File: config.mk
export PLATFORM = sky130hd
export DESIGN_NAME = cwf_monitor
export DESIGN_NICKNAME = d
export VERILOG_FILES = /design/src/hdl/cwf_pkg.sv /design/src/hdl/cwf_monitor.sv
export SDC_FILE = /design/constraint.sdc
export NUM_CORES = 1
export LEC_CHECK = 0
export BUFFER_PORTS_ARGS = -buffer_cell sky130_fd_sc_hd__buf_2
export CAP_MARGIN = 20
export CORE_ASPECT_RATIO = 1.4
export CORE_MARGIN = 2
export CORE_UTILIZATION = 62
export DETAILED_ROUTE_END_ITERATION = 10
export PLACE_DENSITY_LB_ADDON = 0.05
export SYNTH_ARGS = -nofsm -noshare
export SYNTH_HDL_FRONTEND = slang
export SYNTH_SLANG_ARGS = --single-unit
File: constraint.sdc
create_clock -name clk -period 6.9 [get_ports clk]
set_input_delay 2.07 -clock clk [delete_from_list [all_inputs] [get_ports clk]]
set_output_delay 2.07 -clock clk [all_outputs]
set_load 0.03 [all_outputs]
File: src/hdl/cwf_pkg.sv
package cwf_pkg;

  // ****************************************
  // Timing figures and clock rate
  // ****************************************
  localparam int CLK_MHZ = 100;
  localparam int PULSE_MIN_NS = 500;
  localparam int PULSE_MAX_US = 500;
  localparam int WINDOW_MS = 1;
  localparam int TX_STUCK_US = 360;
  localparam int WAKE_PULSES = 3;
  localparam int CNT_W = 17;

  // ****************************************
  // Serial command map
  // ****************************************
  localparam logic [2:0] ADDR_MODE = 3'h0;
  localparam logic [2:0] ADDR_CAN = 3'h1;
  localparam logic [2:0] ADDR_IO = 3'h2;
  localparam logic [2:0] ADDR_INT = 3'h3;
  localparam int CAN_SLEEP_BIT = 0;
  localparam int CAN_WAKE_EN_BIT = 1;
  localparam int INT_STUCK_BIT = 0;
  localparam int INT_HOT_BIT = 1;
  localparam int INT_OC_BIT = 2;
  localparam int INT_AUX_BIT = 3;

  typedef enum logic [1:0] {
    MODE_NORMAL,
    MODE_STANDBY,
    MODE_STOP,
    MODE_SLEEP
  } cwf_mode_t;

  typedef struct packed {
    logic [2:0] addr;
    logic wr;
    logic [3:0] data;
  } cwf_cmd_t;

  typedef struct packed {
    cwf_mode_t mode;
    logic can_sleep;
    logic wake_en;
    logic [3:0] int_en;
    logic wake_f;
    logic stuck_f;
    logic hot_f;
    logic oc_f;
    logic aux_f;
    logic gen_f;
    logic [2:0] bitc;
    logic [7:0] sh;
    logic [3:0] rd;
    logic miso;
    logic [CNT_W-1:0] dom_c;
    logic [CNT_W-1:0] gap_c;
    logic [CNT_W-1:0] win_c;
    logic [CNT_W-1:0] tx_c;
    logic [1:0] pulses;
    logic in_pat;
    logic txs1;
    logic txs2;
    logic wks1;
    logic wks2;
    logic wk_d;
    logic sclk_d;
    logic hot_d;
    logic oc_d;
    logic aux_d;
    logic drv_en;
    logic bus_dom;
    logic rx;
    logic wk_rx_en;
    logic reg_en;
    logic hrst_n;
    logic irq;
  } cwf_state_t;

  localparam cwf_state_t STATE_RST = '{
    mode: MODE_NORMAL,
    txs1: 1'b1,
    txs2: 1'b1,
    rx: 1'b1,
    reg_en: 1'b1,
    default: '0
  };

endpackage

File: src/hdl/cwf_monitor.sv
`timescale 1ns/1ps
// Notes on behaviour
// - In transceiver sleep, both line drivers and normal receiver are off.
// - Wake receiver runs in sleep only when wake-up was enabled by command.
// - Returning to normal by command leaves the bus recessive.
// - Sleep with wake-up disabled ignores all bus traffic.
// - Chip sleep wake: main regulator turns on, then host reset releases.
// - Chip stop wake: one pulse on the interrupt output.
// - Normal or standby chip: bus wake sets the wake flag only.
// - Wake flag holds until transceiver normal and status register read.
// - Wake needs three dominant pulses, each over 500 ns, under 500 us.
// - Gaps under 500 us, three pulses inside 1 ms, else pattern rejected.
// - Aux supply low sets its flag, optional interrupt.
// - Main undervoltage feeding aux supply forces reset and sets aux flag.
// - Transmit input low over 360 us disables the driver.
// - Driver comes back as soon as transmit input goes high.
// - Stuck flag at D2 of status, latched, cleared by read after fault.
// - Stuck fault sets general fault flag and optional interrupt.
// - Overheat disables driver, sets overheat and general flags, optional interrupt.
// - Driver returns once the overheat indication clears.
// - Overheat flag held until fault ended and status read.
// - Overcurrent sets latched flag, general flag, optional interrupt.
// - Normal mode: high input recessive, low dominant; receive shows bus.
module cwf_monitor #(
  parameter int PULSE_MAX_CYC = cwf_pkg::PULSE_MAX_US * cwf_pkg::CLK_MHZ,
  parameter int WINDOW_CYC = cwf_pkg::WINDOW_MS * 1000 * cwf_pkg::CLK_MHZ,
  parameter int TX_STUCK_CYC = cwf_pkg::TX_STUCK_US * cwf_pkg::CLK_MHZ
) (
  input wire logic clk,
  input wire logic rst,
  input wire logic tx_in,
  input wire logic bus_dom_in,
  input wire logic wake_rx_dom,
  input wire logic local_wake,
  input wire logic driver_hot,
  input wire logic bus_overcurrent,
  input wire logic aux_supply_low,
  input wire logic main_reg_uv,
  input wire logic aux_from_main,
  input wire logic spi_cs_n,
  input wire logic spi_sclk,
  input wire logic spi_mosi,
  output logic spi_miso,
  output logic driver_en,
  output logic bus_drive_dom,
  output logic rx_out,
  output logic wake_rx_en,
  output logic main_reg_en,
  output logic host_rst_n,
  output logic int_out
);

  // ****************************************
  // Cycle counts
  // ****************************************
  localparam int W = cwf_pkg::CNT_W;
  localparam int PMIN = (cwf_pkg::PULSE_MIN_NS * cwf_pkg::CLK_MHZ + 999) / 1000;
  localparam logic [W-1:0] MIN_C = W'(PMIN);
  localparam logic [W-1:0] MAX_C = W'(PULSE_MAX_CYC);
  localparam logic [W-1:0] WIN_C = W'(WINDOW_CYC);
  localparam logic [W-1:0] TXS_C = W'(TX_STUCK_CYC);
  localparam logic [1:0] LAST_P = 2'(cwf_pkg::WAKE_PULSES - 1);

  cwf_pkg::cwf_state_t s;
  cwf_pkg::cwf_state_t n;
  cwf_pkg::cwf_cmd_t cmd;
  logic rd_ev;
  logic wr_ev;
  logic bus_wake;
  logic any_wake;
  logic stuck_act;
  logic stuck_new;
  logic aux_act;
  logic dom;
  logic fell;
  logic valid;

  function automatic logic [3:0] rd_val(input logic [2:0] a,
                                        input cwf_pkg::cwf_state_t st);
    logic [3:0] v;
    v = 4'h0;
    unique case (a)
      cwf_pkg::ADDR_MODE: v = {st.gen_f, 1'b0, st.mode};
      cwf_pkg::ADDR_CAN: v = {st.wake_f, st.stuck_f, st.hot_f, st.oc_f};
      cwf_pkg::ADDR_IO: v = {st.aux_f, 3'h0};
      cwf_pkg::ADDR_INT: v = st.int_en;
      default: v = 4'h0;
    endcase
    return v;
  endfunction

  assign stuck_act = !s.txs2 && (s.tx_c == TXS_C);
  assign stuck_new = !s.txs2 && (s.tx_c == TXS_C - W'(1));
  assign aux_act = aux_supply_low | (main_reg_uv & aux_from_main);
  assign dom = s.wks2;
  assign fell = s.wk_d && !s.wks2;
  assign valid = (s.dom_c > MIN_C) && (s.dom_c < MAX_C);

  always_comb begin
    n = s;
    n.irq = 1'b0;
    rd_ev = 1'b0;
    wr_ev = 1'b0;
    bus_wake = 1'b0;
    cmd = {s.sh[6:0], spi_mosi};

    // ****************************************
    // Input synchronisers
    // ****************************************
    n.txs1 = tx_in;
    n.txs2 = s.txs1;
    n.wks1 = wake_rx_dom;
    n.wks2 = s.wks1;
    n.wk_d = s.wks2;
    n.sclk_d = spi_sclk;
    n.hot_d = driver_hot;
    n.oc_d = bus_overcurrent;
    n.aux_d = aux_act;

    // ****************************************
    // Serial command byte
    // ****************************************
    if (spi_cs_n) begin
      n.bitc = 3'h0;
      n.miso = 1'b0;
    end else if (spi_sclk && !s.sclk_d) begin
      n.sh = cmd;
      n.bitc = s.bitc + 3'h1;
      if (s.bitc == 3'h3) begin
        n.rd = rd_val(s.sh[2:0], s);
      end
      if (s.bitc == 3'h7) begin
        wr_ev = cmd.wr;
        rd_ev = !cmd.wr;
      end
    end else if (!spi_sclk && s.sclk_d) begin
      n.miso = s.rd[3];
      n.rd = {s.rd[2:0], 1'b0};
    end

    if (wr_ev) begin
      unique case (cmd.addr)
        cwf_pkg::ADDR_MODE: n.mode = cwf_pkg::cwf_mode_t'(cmd.data[1:0]);
        cwf_pkg::ADDR_CAN: begin
          n.can_sleep = cmd.data[cwf_pkg::CAN_SLEEP_BIT];
          n.wake_en = cmd.data[cwf_pkg::CAN_WAKE_EN_BIT];
        end
        cwf_pkg::ADDR_INT: n.int_en = cmd.data;
        default: n.mode = s.mode;
      endcase
    end

    // ****************************************
    // Read clears, only once the cause is gone
    // ****************************************
    if (rd_ev && cmd.addr == cwf_pkg::ADDR_CAN) begin
      if (!s.can_sleep) n.wake_f = 1'b0;
      if (!stuck_act) n.stuck_f = 1'b0;
      if (!driver_hot) n.hot_f = 1'b0;
      if (!bus_overcurrent) n.oc_f = 1'b0;
    end
    if (rd_ev && cmd.addr == cwf_pkg::ADDR_IO && !aux_act) n.aux_f = 1'b0;
    if (rd_ev && cmd.addr == cwf_pkg::ADDR_MODE) begin
      if (!(stuck_act | driver_hot | bus_overcurrent)) n.gen_f = 1'b0;
    end

    // ****************************************
    // Pattern wake detector
    // ****************************************
    if (!s.wk_rx_en) begin
      n.dom_c = '0;
      n.gap_c = '0;
      n.win_c = '0;
      n.pulses = 2'h0;
      n.in_pat = 1'b0;
    end else begin
      if (s.in_pat) n.win_c = s.win_c + W'(1);
      if (dom) begin
        if (s.dom_c != MAX_C) n.dom_c = s.dom_c + W'(1);
        n.gap_c = '0;
        if (!s.in_pat) begin
          n.in_pat = 1'b1;
          n.win_c = '0;
        end
      end else begin
        n.dom_c = '0;
        if (fell && valid) begin
          n.pulses = s.pulses + 2'h1;
          if (s.pulses == LAST_P) begin
            bus_wake = 1'b1;
            n.pulses = 2'h0;
            n.in_pat = 1'b0;
          end
        end else if (fell) begin
          n.pulses = 2'h0;
          n.in_pat = 1'b0;
        end else if (s.in_pat) begin
          n.gap_c = s.gap_c + W'(1);
          if (s.gap_c >= MAX_C) begin
            n.pulses = 2'h0;
            n.in_pat = 1'b0;
          end
        end
      end
      if (s.in_pat && s.win_c >= WIN_C && !bus_wake) begin
        n.pulses = 2'h0;
        n.in_pat = 1'b0;
      end
    end

    // ****************************************
    // Wake reporting per chip mode
    // ****************************************
    if (bus_wake) n.wake_f = 1'b1;
    any_wake = bus_wake | local_wake;
    if (any_wake && s.mode == cwf_pkg::MODE_SLEEP) begin
      n.mode = cwf_pkg::MODE_NORMAL;
    end
    if (any_wake && s.mode == cwf_pkg::MODE_STOP) begin
      n.mode = cwf_pkg::MODE_NORMAL;
      n.irq = 1'b1;
    end
    n.reg_en = (n.mode != cwf_pkg::MODE_SLEEP);
    n.hrst_n = s.reg_en && !(main_reg_uv && aux_from_main);

    // ****************************************
    // Faults
    // ****************************************
    if (s.txs2) begin
      n.tx_c = '0;
    end else if (s.tx_c != TXS_C) begin
      n.tx_c = s.tx_c + W'(1);
    end
    if (stuck_act) begin
      n.stuck_f = 1'b1;
      n.gen_f = 1'b1;
    end
    if (driver_hot) begin
      n.hot_f = 1'b1;
      n.gen_f = 1'b1;
    end
    if (bus_overcurrent) begin
      n.oc_f = 1'b1;
      n.gen_f = 1'b1;
    end
    if (aux_act) n.aux_f = 1'b1;
    if (stuck_new && s.int_en[cwf_pkg::INT_STUCK_BIT]) n.irq = 1'b1;
    if (driver_hot && !s.hot_d && s.int_en[cwf_pkg::INT_HOT_BIT]) n.irq = 1'b1;
    if (bus_overcurrent && !s.oc_d && s.int_en[cwf_pkg::INT_OC_BIT]) n.irq = 1'b1;
    if (aux_act && !s.aux_d && s.int_en[cwf_pkg::INT_AUX_BIT]) n.irq = 1'b1;

    // ****************************************
    // Line driver and receiver
    // ****************************************
    n.drv_en = !s.can_sleep && !driver_hot && !stuck_act;
    n.bus_dom = n.drv_en && !s.txs2;
    if (s.can_sleep && !n.can_sleep) n.bus_dom = 1'b0;
    n.rx = s.can_sleep ? 1'b1 : !bus_dom_in;
    n.wk_rx_en = s.can_sleep && s.wake_en;
  end

  always_ff @(posedge clk or posedge rst) begin
    if (rst) begin
      s <= cwf_pkg::STATE_RST;
    end else begin
      s <= n;
    end
  end

  assign spi_miso = s.miso;
  assign driver_en = s.drv_en;
  assign bus_drive_dom = s.bus_dom;
  assign rx_out = s.rx;
  assign wake_rx_en = s.wk_rx_en;
  assign main_reg_en = s.reg_en;
  assign host_rst_n = s.hrst_n;
  assign int_out = s.irq;

  // ****************************************
  // Checks
  // ****************************************
  a_sleep_drv_off: assert property (@(posedge clk) disable iff (rst)
    s.can_sleep |=> !driver_en && !bus_drive_dom && rx_out)
    else $error("driver active in sleep");
  a_wake_rx_gate: assert property (@(posedge clk) disable iff (rst)
    (s.can_sleep && !s.wake_en) |=> !wake_rx_en)
    else $error("wake receiver on without enable");
  a_no_wake_dis: assert property (@(posedge clk) disable iff (rst)
    !s.wk_rx_en |-> !bus_wake ##1 s.pulses == 2'h0)
    else $error("pattern counted while disabled");
  a_return_rec: assert property (@(posedge clk) disable iff (rst)
    $fell(s.can_sleep) |-> !bus_drive_dom)
    else $error("bus not recessive on return");
  a_sleep_report: assert property (@(posedge clk) disable iff (rst)
    (any_wake && s.mode == cwf_pkg::MODE_SLEEP && !main_reg_en)
      |=> main_reg_en && !host_rst_n ##1 (host_rst_n || $past(main_reg_uv)))
    else $error("sleep wake sequence wrong");
  a_stop_pulse: assert property (@(posedge clk) disable iff (rst)
    (any_wake && s.mode == cwf_pkg::MODE_STOP) |=> int_out ##1 !int_out)
    else $error("stop wake pulse missing");
  a_wake_flag: assert property (@(posedge clk) disable iff (rst)
    bus_wake |=> s.wake_f)
    else $error("wake flag not set");
  a_wake_hold: assert property (@(posedge clk) disable iff (rst)
    (s.wake_f && s.can_sleep) |=> s.wake_f)
    else $error("wake flag lost in sleep");
  a_stuck_off: assert property (@(posedge clk) disable iff (rst)
    stuck_act |=> !driver_en && s.stuck_f && s.gen_f)
    else $error("stuck input not handled");
  a_hot_hold: assert property (@(posedge clk) disable iff (rst)
    (driver_hot && s.hot_f) |=> s.hot_f)
    else $error("overheat flag cleared early");

endmodule

After elaboration in Yosys (flattened, before gate mapping) --
Cells that the tools add are included.
Operators by class: add/sub/neg operators 6, $lt $le $gt $ge 4, eq/ne operators 28, multiplexer cells 68, bitwise gates (word level) 6, reduce and logical (&&, ||, !) cells 66
Operators by type and width (number):
- 17-bit 2-to-1 mux | 9
- 17-bit by 1-bit adder with 17-bit output, second input constant | 4
- 51-bit 2-to-1 mux | 1
- 1-bit 2-to-1 mux | 36
- 17-bit by 16-bit equality test with 1-bit output, second input constant | 2
- 34-bit 2-to-1 mux | 1
- 17-bit by 16-bit inequality test with 1-bit output, second input constant | 2
- 1-bit logical AND | 29
- 3-bit 2-to-1 mux | 8
- 2-bit nonzero test | 9
- 17-bit by 16-bit greater-or-equal comparator with 1-bit output, second input constant | 1
- 17-bit greater-or-equal comparator, second input constant | 1
- 17-bit by 6-bit > comparator with 1-bit output, second input constant | 1
- 17-bit by 16-bit < comparator with 1-bit output, second input constant | 1
- 1-bit zero test | 16
- 4-bit 2-to-1 mux | 4
- 4-bit case mux with 4 select lines | 1
- 3-bit by 2-bit equality test with 1-bit output, second input constant | 5
- 2-bit AND reduction | 6
- 11-bit 2-to-1 mux | 1
- 2-bit 2-to-1 mux | 5
- 5-bit by 1-bit inequality test with 1-bit output, second input constant | 2
- 3-bit AND reduction | 3
- 8-bit 2-to-1 mux | 1
- 18 further kinds | 29
Word-level totals: register bits after elaboration 117, input bits 14, output and inout port bits 8, word-level logic and storage cells 214

Depth between registers and ports, before layout --
Gate-level depths: netlist of run 1.
word-level depth 14, mapped depth 7, mapped depth without buffers 7

Worst setup path before layout of run 1 --
OpenSTA, ideal clock, no wires.
path type in2reg, start point input spi_cs_n, end point register s[103] (netlist name), setup time 0.139 ns, arrival 3.340 ns, data required time 6.761 ns, path slack 3.422 ns, stages on the path 4, buffers on the path 0, cells stage by stage nor3b_2 nand4bb_1 o31a_1 or4_1
Between the ends: longest elaborated chain between the ends 4
RTL lines:
- from (decl) | line cwf_monitor.sv:40 | input wire logic spi_cs_n,
- 1-bit 2-to-1 mux | line cwf_monitor.sv:123 | if (spi_cs_n) begin
- 1-bit logical AND | line cwf_monitor.sv:163 | if (rd_ev && cmd.addr == cwf_pkg::ADDR_MODE) begin
- 4-bit nonzero test (no line)
- 2-bit AND reduction (no line)
- to (signal assigned) | line cwf_monitor.sv:264 | s <= cwf_pkg::STATE_RST;
- to (signal assigned) | line cwf_monitor.sv:266 | s <= n;
- to (decl) | line cwf_monitor.sv:64 | cwf_pkg::cwf_state_t s;
No other way between the ends. A chain may end at the register's enable or synchronous reset.

Worst setup path after layout of run 1 --
Ends and elaborated chain as after synthesis.

==> results of run 1 <==
-- layout make-up --
class	count	area share, %
Tap cell	107	2.067
Sequential cell	116	44.90
Clock buffer	21	7.264
Multi-Input combinational cell	399	39.86
Inverter	24	1.430
Clock inverter	10	2.743
Timing Repair Buffer	22	1.739
-- worst max-delay path, cell delays in order --
cell and delay (ns):
sky130_fd_sc_hd__buf_2 0.14, sky130_fd_sc_hd__nor3b_2 0.55, sky130_fd_sc_hd__nand4bb_1 0.27, sky130_fd_sc_hd__o31a_1 0.30, sky130_fd_sc_hd__or4_1 0.41
-- placed cells by master, fill, tap and decap left out, types with 20 or more instances in the layout --
cell and count:
sky130_fd_sc_hd__dfrtp_1 112, sky130_fd_sc_hd__nor2_1 77, sky130_fd_sc_hd__nand2_1 37, sky130_fd_sc_hd__nand3_1 34, sky130_fd_sc_hd__xor2_1 24, sky130_fd_sc_hd__inv_1 22, sky130_fd_sc_hd__a21oi_1 22, sky130_fd_sc_hd__mux2_2 22
sky130_fd_sc_hd__buf_2 21, sky130_fd_sc_hd__xnor2_1 20
-- metrics by stage --
stage          instance area (µm²)  cells  setup WS [ns]
6_report                      6476    699          3.441
5_1_grt                       6476    699          3.332
4_1_cts                       6476    699          3.482
3_5_place_dp                  5828    668          3.058
3_3_place_gp                  5828    668          3.097
2_1_floorplan                 5628    552          1.764
-- cells by family (layout without fill, tap and decap cells) --
logic type / after synthesis / count (layout) / share of synthesized area, %
AOI/OAI and AO/OA: 74 / 74 / 8.782
DFF: 116 / 116 / 51.67
adders and majority gates: 12 / 12 / 2.668
muxes: 29 / 29 / 5.869
and+or+nand+nor: 240 / 240 / 21.70
buffers and inverters: 37 / 77 / 2.468
xor gates and xnor gates: 44 / 44 / 6.847
-- metal layers --
metal  GRT usage (%)  share of wire [%]
met5               0                  0
met3           6.643                3.1
met4           9.735                1.3
met2           43.52                 53
met1           30.04                 42
-- power by group through the flow --
stage / clock [mW] / combinational, mW / sequential [mW]
after floorplan: 0 / 0.0723 / 0.746
after global placement: 0 / 0.0852 / 0.760
after detailed placement: 0 / 0.0891 / 0.762
after CTS: 0.972 / 0.0907 / 0.753
after global routing: 1.00 / 0.100 / 0.757
final: 0.963 / 0.0892 / 0.752
-- worst paths after layout --
| path | from | to | slack (ns) | depth (start not counted) |
|---|---|---|---|---|
| worst max-delay path | spi_cs_n | s[103] | 3.44 | 5 |
| worst min-delay path | n[14] | s[14] | 0.36 | 0 |
| worst max register to register | dom | s[69] | 4.49 | 5 |
| worst min register to register | n[14] | s[14] | 0.36 | 0 |
| max in group asynchronous | rst | s[102] | 3.95 | 3 |
| min in group asynchronous | rst | s[78] | 1.81 | 2 |
==> impl_summary.txt, run 1 <==
----------------------------------------------------
[Status]
  Outcome ... finished, final reports clean

[STA]
  Headroom to the max-slew limit ... 43.64%
  Final TNS setup ... 0 ns
  Worst-case clock skew ... 0.008402 ns
  Final setup violation count ... 0
  Hold Slack ... about 0.36 ns
  Number of hold-slack violations in the final timing report ... 0
  Fraction of the cycle the final worst path needs ... 50.12%
  Fmax ... 0.2891 GHz
  Slew at the pin closest to its max-slew limit ... 0.8454 ns
  Shortest clock period the worst path allows after layout ... about 3.5 ns
  Unrepaired setup endpoints after global routing ... no
  Count of final max-slew check failures ... 0

[Pwr]
  Switching power ... 384.9 µW
  Power share of the sequential group ... 41.7%
  Total power of the final layout ... 1.804 mW
  Total power per unit cell area ... 278.6 nW/µm²
  IR drop worst, VDD ... 0.0002402 V
  Static leakage ... 2.695 nW
  Clock network power share ... 53.4%
  Proportion of power drawn by combinational gates ... 4.9%
  Internal power of the cells ... 1.419 mW
  Net switching fraction of the power ... 21.34%

[Clock network]
  Clock-pin slew on the worst setup and hold paths ... 0.05 ns
  Clk_lat worst skew ... 0.41 ns
  H-tree depth reported by CTS ... 4
  TritonCTS Buffers ... 17
  Clock tree from TritonCTS ... done
  Quantity of hold-fixing buffers added after cts ... 0
  Number of sinks on the clock net ... roughly 120
  Setup bufs post-CTS ... 0
  PostCTS Resize Cnt ... 0
  Buffers from clock root to sink, at most ... 2
  Root buffer selected by CTS ... sky130_fd_sc_hd__clkbuf_16

[Synthesis]
  Cells after Synth ... 552
  Fraction of registers with async set or reset after synthesis ... 100.0%
  Cell type with the highest aggregate area in the netlist ... sky130_fd_sc_hd__dfrtp_1
  Post-synth EDFFs ... 0
  Yosys Warn Count ... 0
  Seq cells post-synth ... 116
  Most numerous cell types in the synthesized netlist ... sky130_fd_sc_hd__dfrtp_1, sky130_fd_sc_hd__nor2_1, sky130_fd_sc_hd__nand2_1
  Number of library cell types mapped by synthesis ... 57
  Post-Syn Area ... 5628 µm²
  Top cells by area, synth ... sky130_fd_sc_hd__dfrtp_1, sky130_fd_sc_hd__nor2_1, sky130_fd_sc_hd__mux2_2
  Portion of the post-synthesis area used by sequential elements ... 51.67%
  Leading register cell type out of synthesis ... sky130_fd_sc_hd__dfrtp_1
  Share of Yosys cell area claimed by the top area cell type ... 49.80%
  Synthesized netlist net count ... 578
  Average cell area after synthesis ... 10.20 µm²
  Top-count cell post-synth ... sky130_fd_sc_hd__dfrtp_1

[Finish]
  Final Util ... 72.55%
  Number of fill cells ... 674
  Area growth, synth to finish ... 15.07%
  Flip-flop count of the largest register after layout ... 98
  Area of combinational cells with multiple inputs ... 2581 µm²
  Net count reported at finish ... slightly above 600
  Ant. Diodes ... 0
  Register with the most flip-flops ... s
  Register Area ... 2908 µm²
  Fraction of layout cells with a size suffix above 1 ... 15.20%

[Run]
  Max-capacitance violation count ... 0

[Detailed routing]
  Routed length per instance ... 16.28 µm
  Post-DR vias/cell ... 5.907
  Remaining antenna violation count after routing ... 0
  Routed vias ... 4129
  DRC ... 0
  Iteration-0 DRC count of the detailed router ... 184
  Wire length after detailed routing ... 11380 µm
  Number of detailed-routing iterations run before antenna repair ... 4

[Global route]
  Remaining global-route overflow ... 0
  Largest net degree at the start of global routing ... between 60 and 70
  Total Routing Usage GR ... 25.09%
  Global-route wire length before repair ... 19480 µm
  Antenna violations before repair ... 0
  Number of global-route vias before repair ... 4215

[Placement]
  Weighted congestion reported at the end of routability-driven placement ... 0.8121
  Port Buf Inserts ... 21
  Final HPWL from detailed placement ... roughly 7600 µm

[Floorplanning]
  Die Span X ... approximately 85 µm
  Initial standard-cell utilization of the core ... 63.05%
  # IOs ... 22
  Die area ... 9866 µm²
  Die Height ... approximately 120 µm
  Core area ... 8926 µm²
  Row cnt ... 41

[Setup path]
  Largest fanout on the critical path ... 9
  Critical Path Source Type ... input pin
  Req. time, crit path ... 7.17 ns
  Start-to-end type of the worst setup path ... input pin to flip-flop
  Critical Path End Type ... flip-flop
  Endpoint arrival time on the critical path ... 3.73 ns

[Hold path]
  Class of the tightest hold or removal check ... flip-flop to flip-flop

----------------------------------------------------
Power figures use the tool's default switching activity.
==> inputs of run 2 (changes only) <==
==> constraint.sdc (replaced) <==
create_clock -name clk -period 3.6 [get_ports clk]
set_input_delay 1.08 -clock clk [delete_from_list [all_inputs] [get_ports clk]]
set_output_delay 1.08 -clock clk [all_outputs]
set_load 0.03 [all_outputs]
==> impl_summary.txt, run 2 (synthesis results as in run 1) <==
----------------------------------------------------
[STA]
  Hold Slack ... 0.3535 ns (-0.003035 ns)
  Unrepaired setup endpoints after global routing ... no
  Fraction of the cycle the final worst path needs ... 64.02%
  Headroom to the max-slew limit ... 56.46% (+13 points)
  Number of hold-slack violations in the final timing report ... 0 (unchanged)
  Final setup violation count ... 0 (unchanged)
  Final TNS setup ... 0 ns (unchanged)
  Shortest clock period the worst path allows after layout ... 2.305 ns
  Count of final max-slew check failures ... 0 (unchanged)
  Worst-case clock skew ... 0.009428 ns (+0.001026 ns)
  Slew at the pin closest to its max-slew limit ... 0.6449 ns (-0.2005 ns)
  Fmax ... 0.4339 GHz

[Setup path]
  Cell type group with the largest total delay on the critical path ... flip-flops
  Critical Path End Type ... output port
  Critical Path Source Type ... flip-flop
  Endpoint arrival time on the critical path ... 1.22 ns (-2.51 ns)
  Start-to-end type of the worst setup path ... flip-flop to output port
  CP peak stage delay ... 0.55 ns (about the same)
  Largest fanout on the critical path ... 10 (+1)
  Req. time, crit path ... 2.52 ns (-4.65 ns)
  Startpoint of the lowest-slack register-to-register path ... s[80]
  Worst Reg2Reg Path Length in Cells ... 5 (unchanged)
  Worst R2R End ... s[18]
  Buf+Inv Stages, Crit Path ... 1 (unchanged)
  Worst-path cell with the longest stage delay ... sky130_fd_sc_hd__dfrtp_1
  List of cells traversed by the critical path ... buf_2
  Setup slack of the worst register-to-register path ... 1.53 ns (-2.96 ns)

[Clock network]
  TritonCTS Buffers ... 17 (unchanged)
  Buffers from clock root to sink, at most ... 2 (unchanged)
  Setup bufs post-CTS ... 0 (unchanged)
  H-tree depth reported by CTS ... 4 (unchanged)
  Clk_lat worst skew ... 0.41 ns (about the same)
  Number of sinks on the clock net ... 116 (unchanged)
  Clock-pin slew on the worst setup and hold paths ... 0.05 ns (about the same)
  PostCTS Resize Cnt ... 0 (unchanged)
  Root buffer selected by CTS ... sky130_fd_sc_hd__clkbuf_16
  Quantity of hold-fixing buffers added after cts ... 0 (unchanged)
  Clock tree from TritonCTS ... done

[Detailed routing]
  Routed vias ... 4107 (-0.53%)
  Routed length per instance ... 15.86 µm (-2.6%)
  Wire length after detailed routing ... 11090 µm (-2.6%)
  Remaining antenna violation count after routing ... 0 (unchanged)
  Number of detailed-routing iterations run before antenna repair ... 5 (+1)
  DRC ... 0 (unchanged)
  Iteration-0 DRC count of the detailed router ... 226 (+23%)
  Post-DR vias/cell ... 5.876 (-0.53%)

[Pwr]
  Total power of the final layout ... 3.084 mW (+71%)
  Clock network power share ... 47.8% (-5.6 points)
  Total power per unit cell area ... 483.7 nW/µm² (+74%)
  Net switching fraction of the power ... 22.77% (+1.4 points)
  Internal power of the cells ... 2.382 mW (+68%)
  Static leakage ... 2.644 nW (-1.9%)
  Switching power ... 702.4 µW (+82%)
  Power share of the sequential group ... 46.6% (+4.9 points)
  IR drop worst, VDD ... 0.0003350 V (+40%)
  Proportion of power drawn by combinational gates ... 5.6% (+0.7 points)

[Finish]
  Number of fill cells ... 662 (-1.8%)
  Register Area ... 2908 µm² (unchanged)
  Most common cell after layout, fill and taps aside ... sky130_fd_sc_hd__dfrtp_1
  Area of combinational cells with multiple inputs ... 2581 µm² (unchanged)
  Fraction of layout cells with a size suffix above 1 ... 14.86% (-0.34 points)
  Area growth, synth to finish ... 13.29%
  Commonest cells after routing, fill and taps aside ... sky130_fd_sc_hd__dfrtp_1, sky130_fd_sc_hd__nor2_1, sky130_fd_sc_hd__nand2_1
  Ant. Diodes ... 0 (unchanged)
  Final Util ... 71.43% (-1.1 points)
  Flip-flop count of the largest register after layout ... 98 (unchanged)
  Net count reported at finish ... 608 (+0.33%)
  Register with the most flip-flops ... s

[Hold path]
  Hold path start ... n[14]
  Hold EP ... s[14]
  Class of the tightest hold or removal check ... flip-flop to flip-flop
  Hold Path Depth ... 0 (unchanged)

[Floorplanning]
  Row cnt ... 41 (unchanged)
  Die area ... 9866 µm² (unchanged)
  Die Height ... 116.7 µm (unchanged)
  Initial standard-cell utilization of the core ... 63.05% (unchanged)
  Core area ... 8926 µm² (unchanged)
  # IOs ... 22 (unchanged)
  Die Span X ... 84.52 µm (unchanged)

[Global route]
  Remaining global-route overflow ... 0 (unchanged)
  Total Routing Usage GR ... 24.76% (-0.34 points)
  Largest net degree at the start of global routing ... 117 (+80%)
  Global-route wire length before repair ... 19070 µm (-2.1%)
  Number of global-route vias before repair ... 4150 (-1.5%)
  Antenna violations before repair ... 0 (unchanged)

[Placement]
  Weighted congestion reported at the end of routability-driven placement ... 0.8149 (+0.34%)
  Final HPWL from detailed placement ... 7463 µm (-1.7%)
  Port Buf Inserts ... 21 (unchanged)

[Run]
  Max-capacitance violation count ... 0 (unchanged)

[Status]
  Outcome ... finished, final reports clean

----------------------------------------------------
[run 2: changes by cell type in the layout (fill, tap and decap cells not counted), sizes merged]
cell | previous run | this run
buf | 22 | 24
bufinv | 5 | 0
clkbuf | 21 | 24
clkinvlp | 1 | 2
inv | 23 | 22
[run 2: power groups by stage]
stage / Combinational, mW / Sequential [mW] / Clock (mW)
after CTS: 0.176 / 1.44 / 1.49
after global routing: 0.195 / 1.45 / 1.55
after floorplan: 0.139 / 1.43 / 0
final: 0.172 / 1.44 / 1.47
after detailed placement: 0.174 / 1.46 / 0
after global placement: 0.168 / 1.46 / 0
[run 2: layer usage]
layer	part of all wire [%]	up-vias	GRT usage [%]
li1	-	2002	-
met1	43	2036	29.66
met2	53	53	42.78
met3	2.8	16	6.643
met4	1.6	0	9.735
met5	0	-	0
[run 2: area by class of cell]
class / instances / share of cell area [%]
clock inverter: 5 / 0.4317
timing repair buffer: 24 / 2.198
inverter: 24 / 1.472
sequential: 116 / 45.60
multi-input combinational: 399 / 40.48
tap: 107 / 2.100
clock buffer: 24 / 7.712
[run 2: worst max path at each step]
stage	startpoint	to	slack [ns]	cells after the start
after global routing	wake_rx_en	wake_rx_en	1.26	1
after detailed placement	spi_cs_n	s[103]	1.03	6
after floorplan	rst	bus_drive_dom	1.11	1
after CTS	wake_rx_en	wake_rx_en	1.28	1
after global placement	spi_cs_n	s[103]	1.05	6
final	wake_rx_en	wake_rx_en	1.30	1
[run 2: stage by stage]
step	cells	worst slack (ns)	instance area (µm²)
after floorplan	552	1.110	5632
after global placement	670	1.052	5857
after detailed placement	670	1.033	5857
after CTS	699	1.284	6376
after global routing	699	1.262	6376
final	699	1.295	6376
[run 2: worst register-to-register path: cells and delay by family (launching register included)]
kind | cells | cell delay [ns]
AO/OA/AOI/OAI | 3 | 0.84
flip-flops | 1 | 0.42
AND/OR/NAND/NOR | 2 | 0.73
==> inputs of run 3 (changes only) <==
--- a/config.mk
+++ b/config.mk
@@ -9,7 +9,7 @@
 export CAP_MARGIN = 20
 export CORE_ASPECT_RATIO = 1.4
 export CORE_MARGIN = 2
-export CORE_UTILIZATION = 62
+export CORE_UTILIZATION = 56
 export DETAILED_ROUTE_END_ITERATION = 10
 export PLACE_DENSITY_LB_ADDON = 0.05
 export SYNTH_ARGS = -nofsm -noshare
==> constraint.sdc (replaced) <==
create_clock -name clk -period 2.01 [get_ports clk]
set_input_delay 0.603 -clock clk [delete_from_list [all_inputs] [get_ports clk]]
set_output_delay 0.603 -clock clk [all_outputs]
set_load 0.03 [all_outputs]
==> impl_summary.txt, run 3 (synthesis results as in run 1) <==
----------------------------------------------------
[Status]
  Outcome ... finished, final reports clean

[Finish]
  Net count reported at finish ... 629 (+3.5%)
  Area growth, synth to finish ... 18.88%
  Finished Cell Area ... 6690 µm² (+4.9%)
  Commonest cells after routing, fill and taps aside ... sky130_fd_sc_hd__dfrtp_1, sky130_fd_sc_hd__nor2_1, sky130_fd_sc_hd__nand2_1
  Final cell count without fillers ... 750 (+7.3%)
  Number of fill cells ... 766 (+16%)
  Ant. Diodes ... 0 (unchanged)
  Flip-flop count of the largest register after layout ... 98 (unchanged)
  Fraction of layout cells with a size suffix above 1 ... 18.37% (+3.5 points)
  Register with the most flip-flops ... s
  Area of combinational cells with multiple inputs ... 2594 µm² (+0.48%)
  Most common cell after layout, fill and taps aside ... sky130_fd_sc_hd__dfrtp_1
  Register Area ... 2908 µm² (unchanged)

[Hold path]
  Class of the tightest hold or removal check ... input pin to asynchronous set/reset pin

[Floorplanning]
  Die Height ... 122.6 µm (+5.0%)
  Initial standard-cell utilization of the core ... 57.16% (-5.9 points)
  # IOs ... 22 (unchanged)
  Row cnt ... 43 (+4.9%)
  Die area ... 10880 µm² (+10%)
  Core area ... 9846 µm² (+10%)
  Die Span X ... 88.73 µm (+5.0%)

[Pwr]
  Power share of the sequential group ... 42.4% (-4.2 points)
  Proportion of power drawn by combinational gates ... 5.6% (about the same)
  IR drop worst, VDD ... 0.0006485 V (+94%)
  Static leakage ... 2.798 nW (+5.8%)
  Total power per unit cell area ... 901.2 nW/µm² (+86%)
  Switching power ... 1.298 mW (+85%)
  Total power of the final layout ... 6.029 mW (+95%)
  Clock network power share ... 52.0% (+4.2 points)
  Internal power of the cells ... 4.731 mW (+99%)
  Net switching fraction of the power ... 21.53% (-1.2 points)

[STA]
  Slack of the critical path ... 0.02491 ns (-1.270 ns)
  Fmax ... just over 0.5 GHz
  Number of hold-slack violations in the final timing report ... 0 (unchanged)
  Slew at the pin closest to its max-slew limit ... 0.6500 ns (+0.005101 ns)
  Shortest clock period the worst path allows after layout ... between 1.5 and 2 ns
  Unrepaired setup endpoints after global routing ... yes
  Count of final max-slew check failures ... 0 (unchanged)
  Hold Slack ... 0.09207 ns (-0.2615 ns)
  Headroom to the max-slew limit ... 56.48% (about the same)
  Fraction of the cycle the final worst path needs ... 98.76%
  Final setup violation count ... 0 (unchanged)
  Worst-case clock skew ... 0.009789 ns (+0.0003612 ns)

[Placement]
  Placed cell areas ... 6061 µm² (+3.5%)
  Final HPWL from detailed placement ... 7906 µm (+5.9%)
  Port Buf Inserts ... 21 (unchanged)
  Pre-CTS WS ... 0.03875 ns (-0.9937 ns)
  Placed instance count ... 718 (+7.2%)
  Weighted congestion reported at the end of routability-driven placement ... 0.8073 (-0.93%)

[Clock network]
  TritonCTS Buffers ... 17 (unchanged)
  Buffers from clock root to sink, at most ... 2 (unchanged)
  Root buffer selected by CTS ... sky130_fd_sc_hd__clkbuf_16
  Number of sinks on the clock net ... 116 (unchanged)
  H-tree depth reported by CTS ... 4 (unchanged)
  Clk_lat worst skew ... 0.41 ns (about the same)
  Clock tree from TritonCTS ... done
  Clock-pin slew on the worst setup and hold paths ... 0.05 ns (about the same)

[Detailed routing]
  Routed vias ... 4214 (+2.6%)
  Routed length per instance ... 15.17 µm (-4.4%)
  Remaining antenna violation count after routing ... 0 (unchanged)
  DRC ... 0 (unchanged)
  Post-DR vias/cell ... 5.619 (-4.4%)
  Wire length after detailed routing ... 11370 µm (+2.6%)
  Iteration-0 DRC count of the detailed router ... 156 (-31%)
  Number of detailed-routing iterations run before antenna repair ... 5 (unchanged)

[Setup path]
  Start-to-end type of the worst setup path ... flip-flop to flip-flop
  Req. time, crit path ... 2.34 ns (-0.18 ns)
  Worst Reg2Reg Path Length in Cells ... 5 (unchanged)
  Critical Path End Type ... flip-flop
  Endpoint arrival time on the critical path ... 2.31 ns (+1.09 ns)
  Largest fanout on the critical path ... 6 (-4)
  Critical Path Source Type ... flip-flop

[Global route]
  Total Routing Usage GR ... 23.00% (-1.8 points)
  Largest net degree at the start of global routing ... 62 (-47%)
  Number of global-route vias before repair ... 4242 (+2.2%)
  Global-route wire length before repair ... 19210 µm (+0.72%)
  Remaining global-route overflow ... 0 (unchanged)
  Antenna violations before repair ... 0 (unchanged)

[Run]
  Max-capacitance violation count ... 0 (unchanged)

----------------------------------------------------
[run 3: cell types whose count changed in the layout (fill, tap and decap cells not counted), sizes merged]
cell	before	now
clkbuf	24	21
buf	24	45
bufinv	0	4
clkinvlp	2	3
[run 3: worst paths after layout]
check | endpoint | slack (ns) | from
setup / recovery | s[16] | 0.02 | s[80]
hold / removal | s[86] | 0.09 | rst
setup reg to reg | s[16] | 0.02 | s[80]
hold reg to reg | s[14] | 0.35 | n[14]
max in group asynchronous | s[14] | 1.36 | rst
min in group clk | n[14] | 0.29 | tx_in
[run 3: final cells by class]
cell class	instances	share of cell area, %
timing repair buffer	45	4.638
multi-input combinational	399	38.77
clock buffer	21	6.882
sequential	116	43.46
tap	135	2.525
inverter	24	1.403
clock inverter	10	2.319
[run 3: power by group through the flow]
| stage | Combinational [mW] | Sequential [mW] | Clock [mW] |
|---|---|---|---|
| after floorplan | 0.250 | 2.56 | 0 |
| after global placement | 0.330 | 2.60 | 0 |
| after detailed placement | 0.339 | 2.60 | 0 |
| after CTS | 0.341 | 2.56 | 3.19 |
| after global routing | 0.370 | 2.58 | 3.29 |
| final | 0.335 | 2.56 | 3.13 |
[run 3: stage by stage]
stage / TNS, ns / util (%)
after floorplan: -0.3511 / -
after global placement: 0 / 61.56
after detailed placement: 0 / 61.56
after CTS: 0 / 67.81
after global routing: -0.05251 / 67.95
final: 0 / 67.95
[run 3: routing by layer]
layer  vias to the layer above  global-route usage [%]  routed length [µm]
met5                         -                       0                   0
met4                         0                   9.186                 233
met3                        24                   6.994                 394
met2                        55                   39.51                6002
met1                      2083                   26.40                4743
li1                       2052                       -                   -
[run 3: timing repair]
item,4_1_cts,5_1_grt
hold buffers,0,0
endpoints found under the hold margin,0,0
setup buffers,0,1
setup endpoints to repair,0,7
resized for setup,0,1
[run 3: critical path, cell delays in order, from the launching register on]
cell and delay (ns):
sky130_fd_sc_hd__dfrtp_1 0.38, sky130_fd_sc_hd__or4_4 0.56, sky130_fd_sc_hd__a211o_1 0.34, sky130_fd_sc_hd__a211oi_4 0.31
sky130_fd_sc_hd__a211oi_1 0.14, sky130_fd_sc_hd__nor3_2 0.16
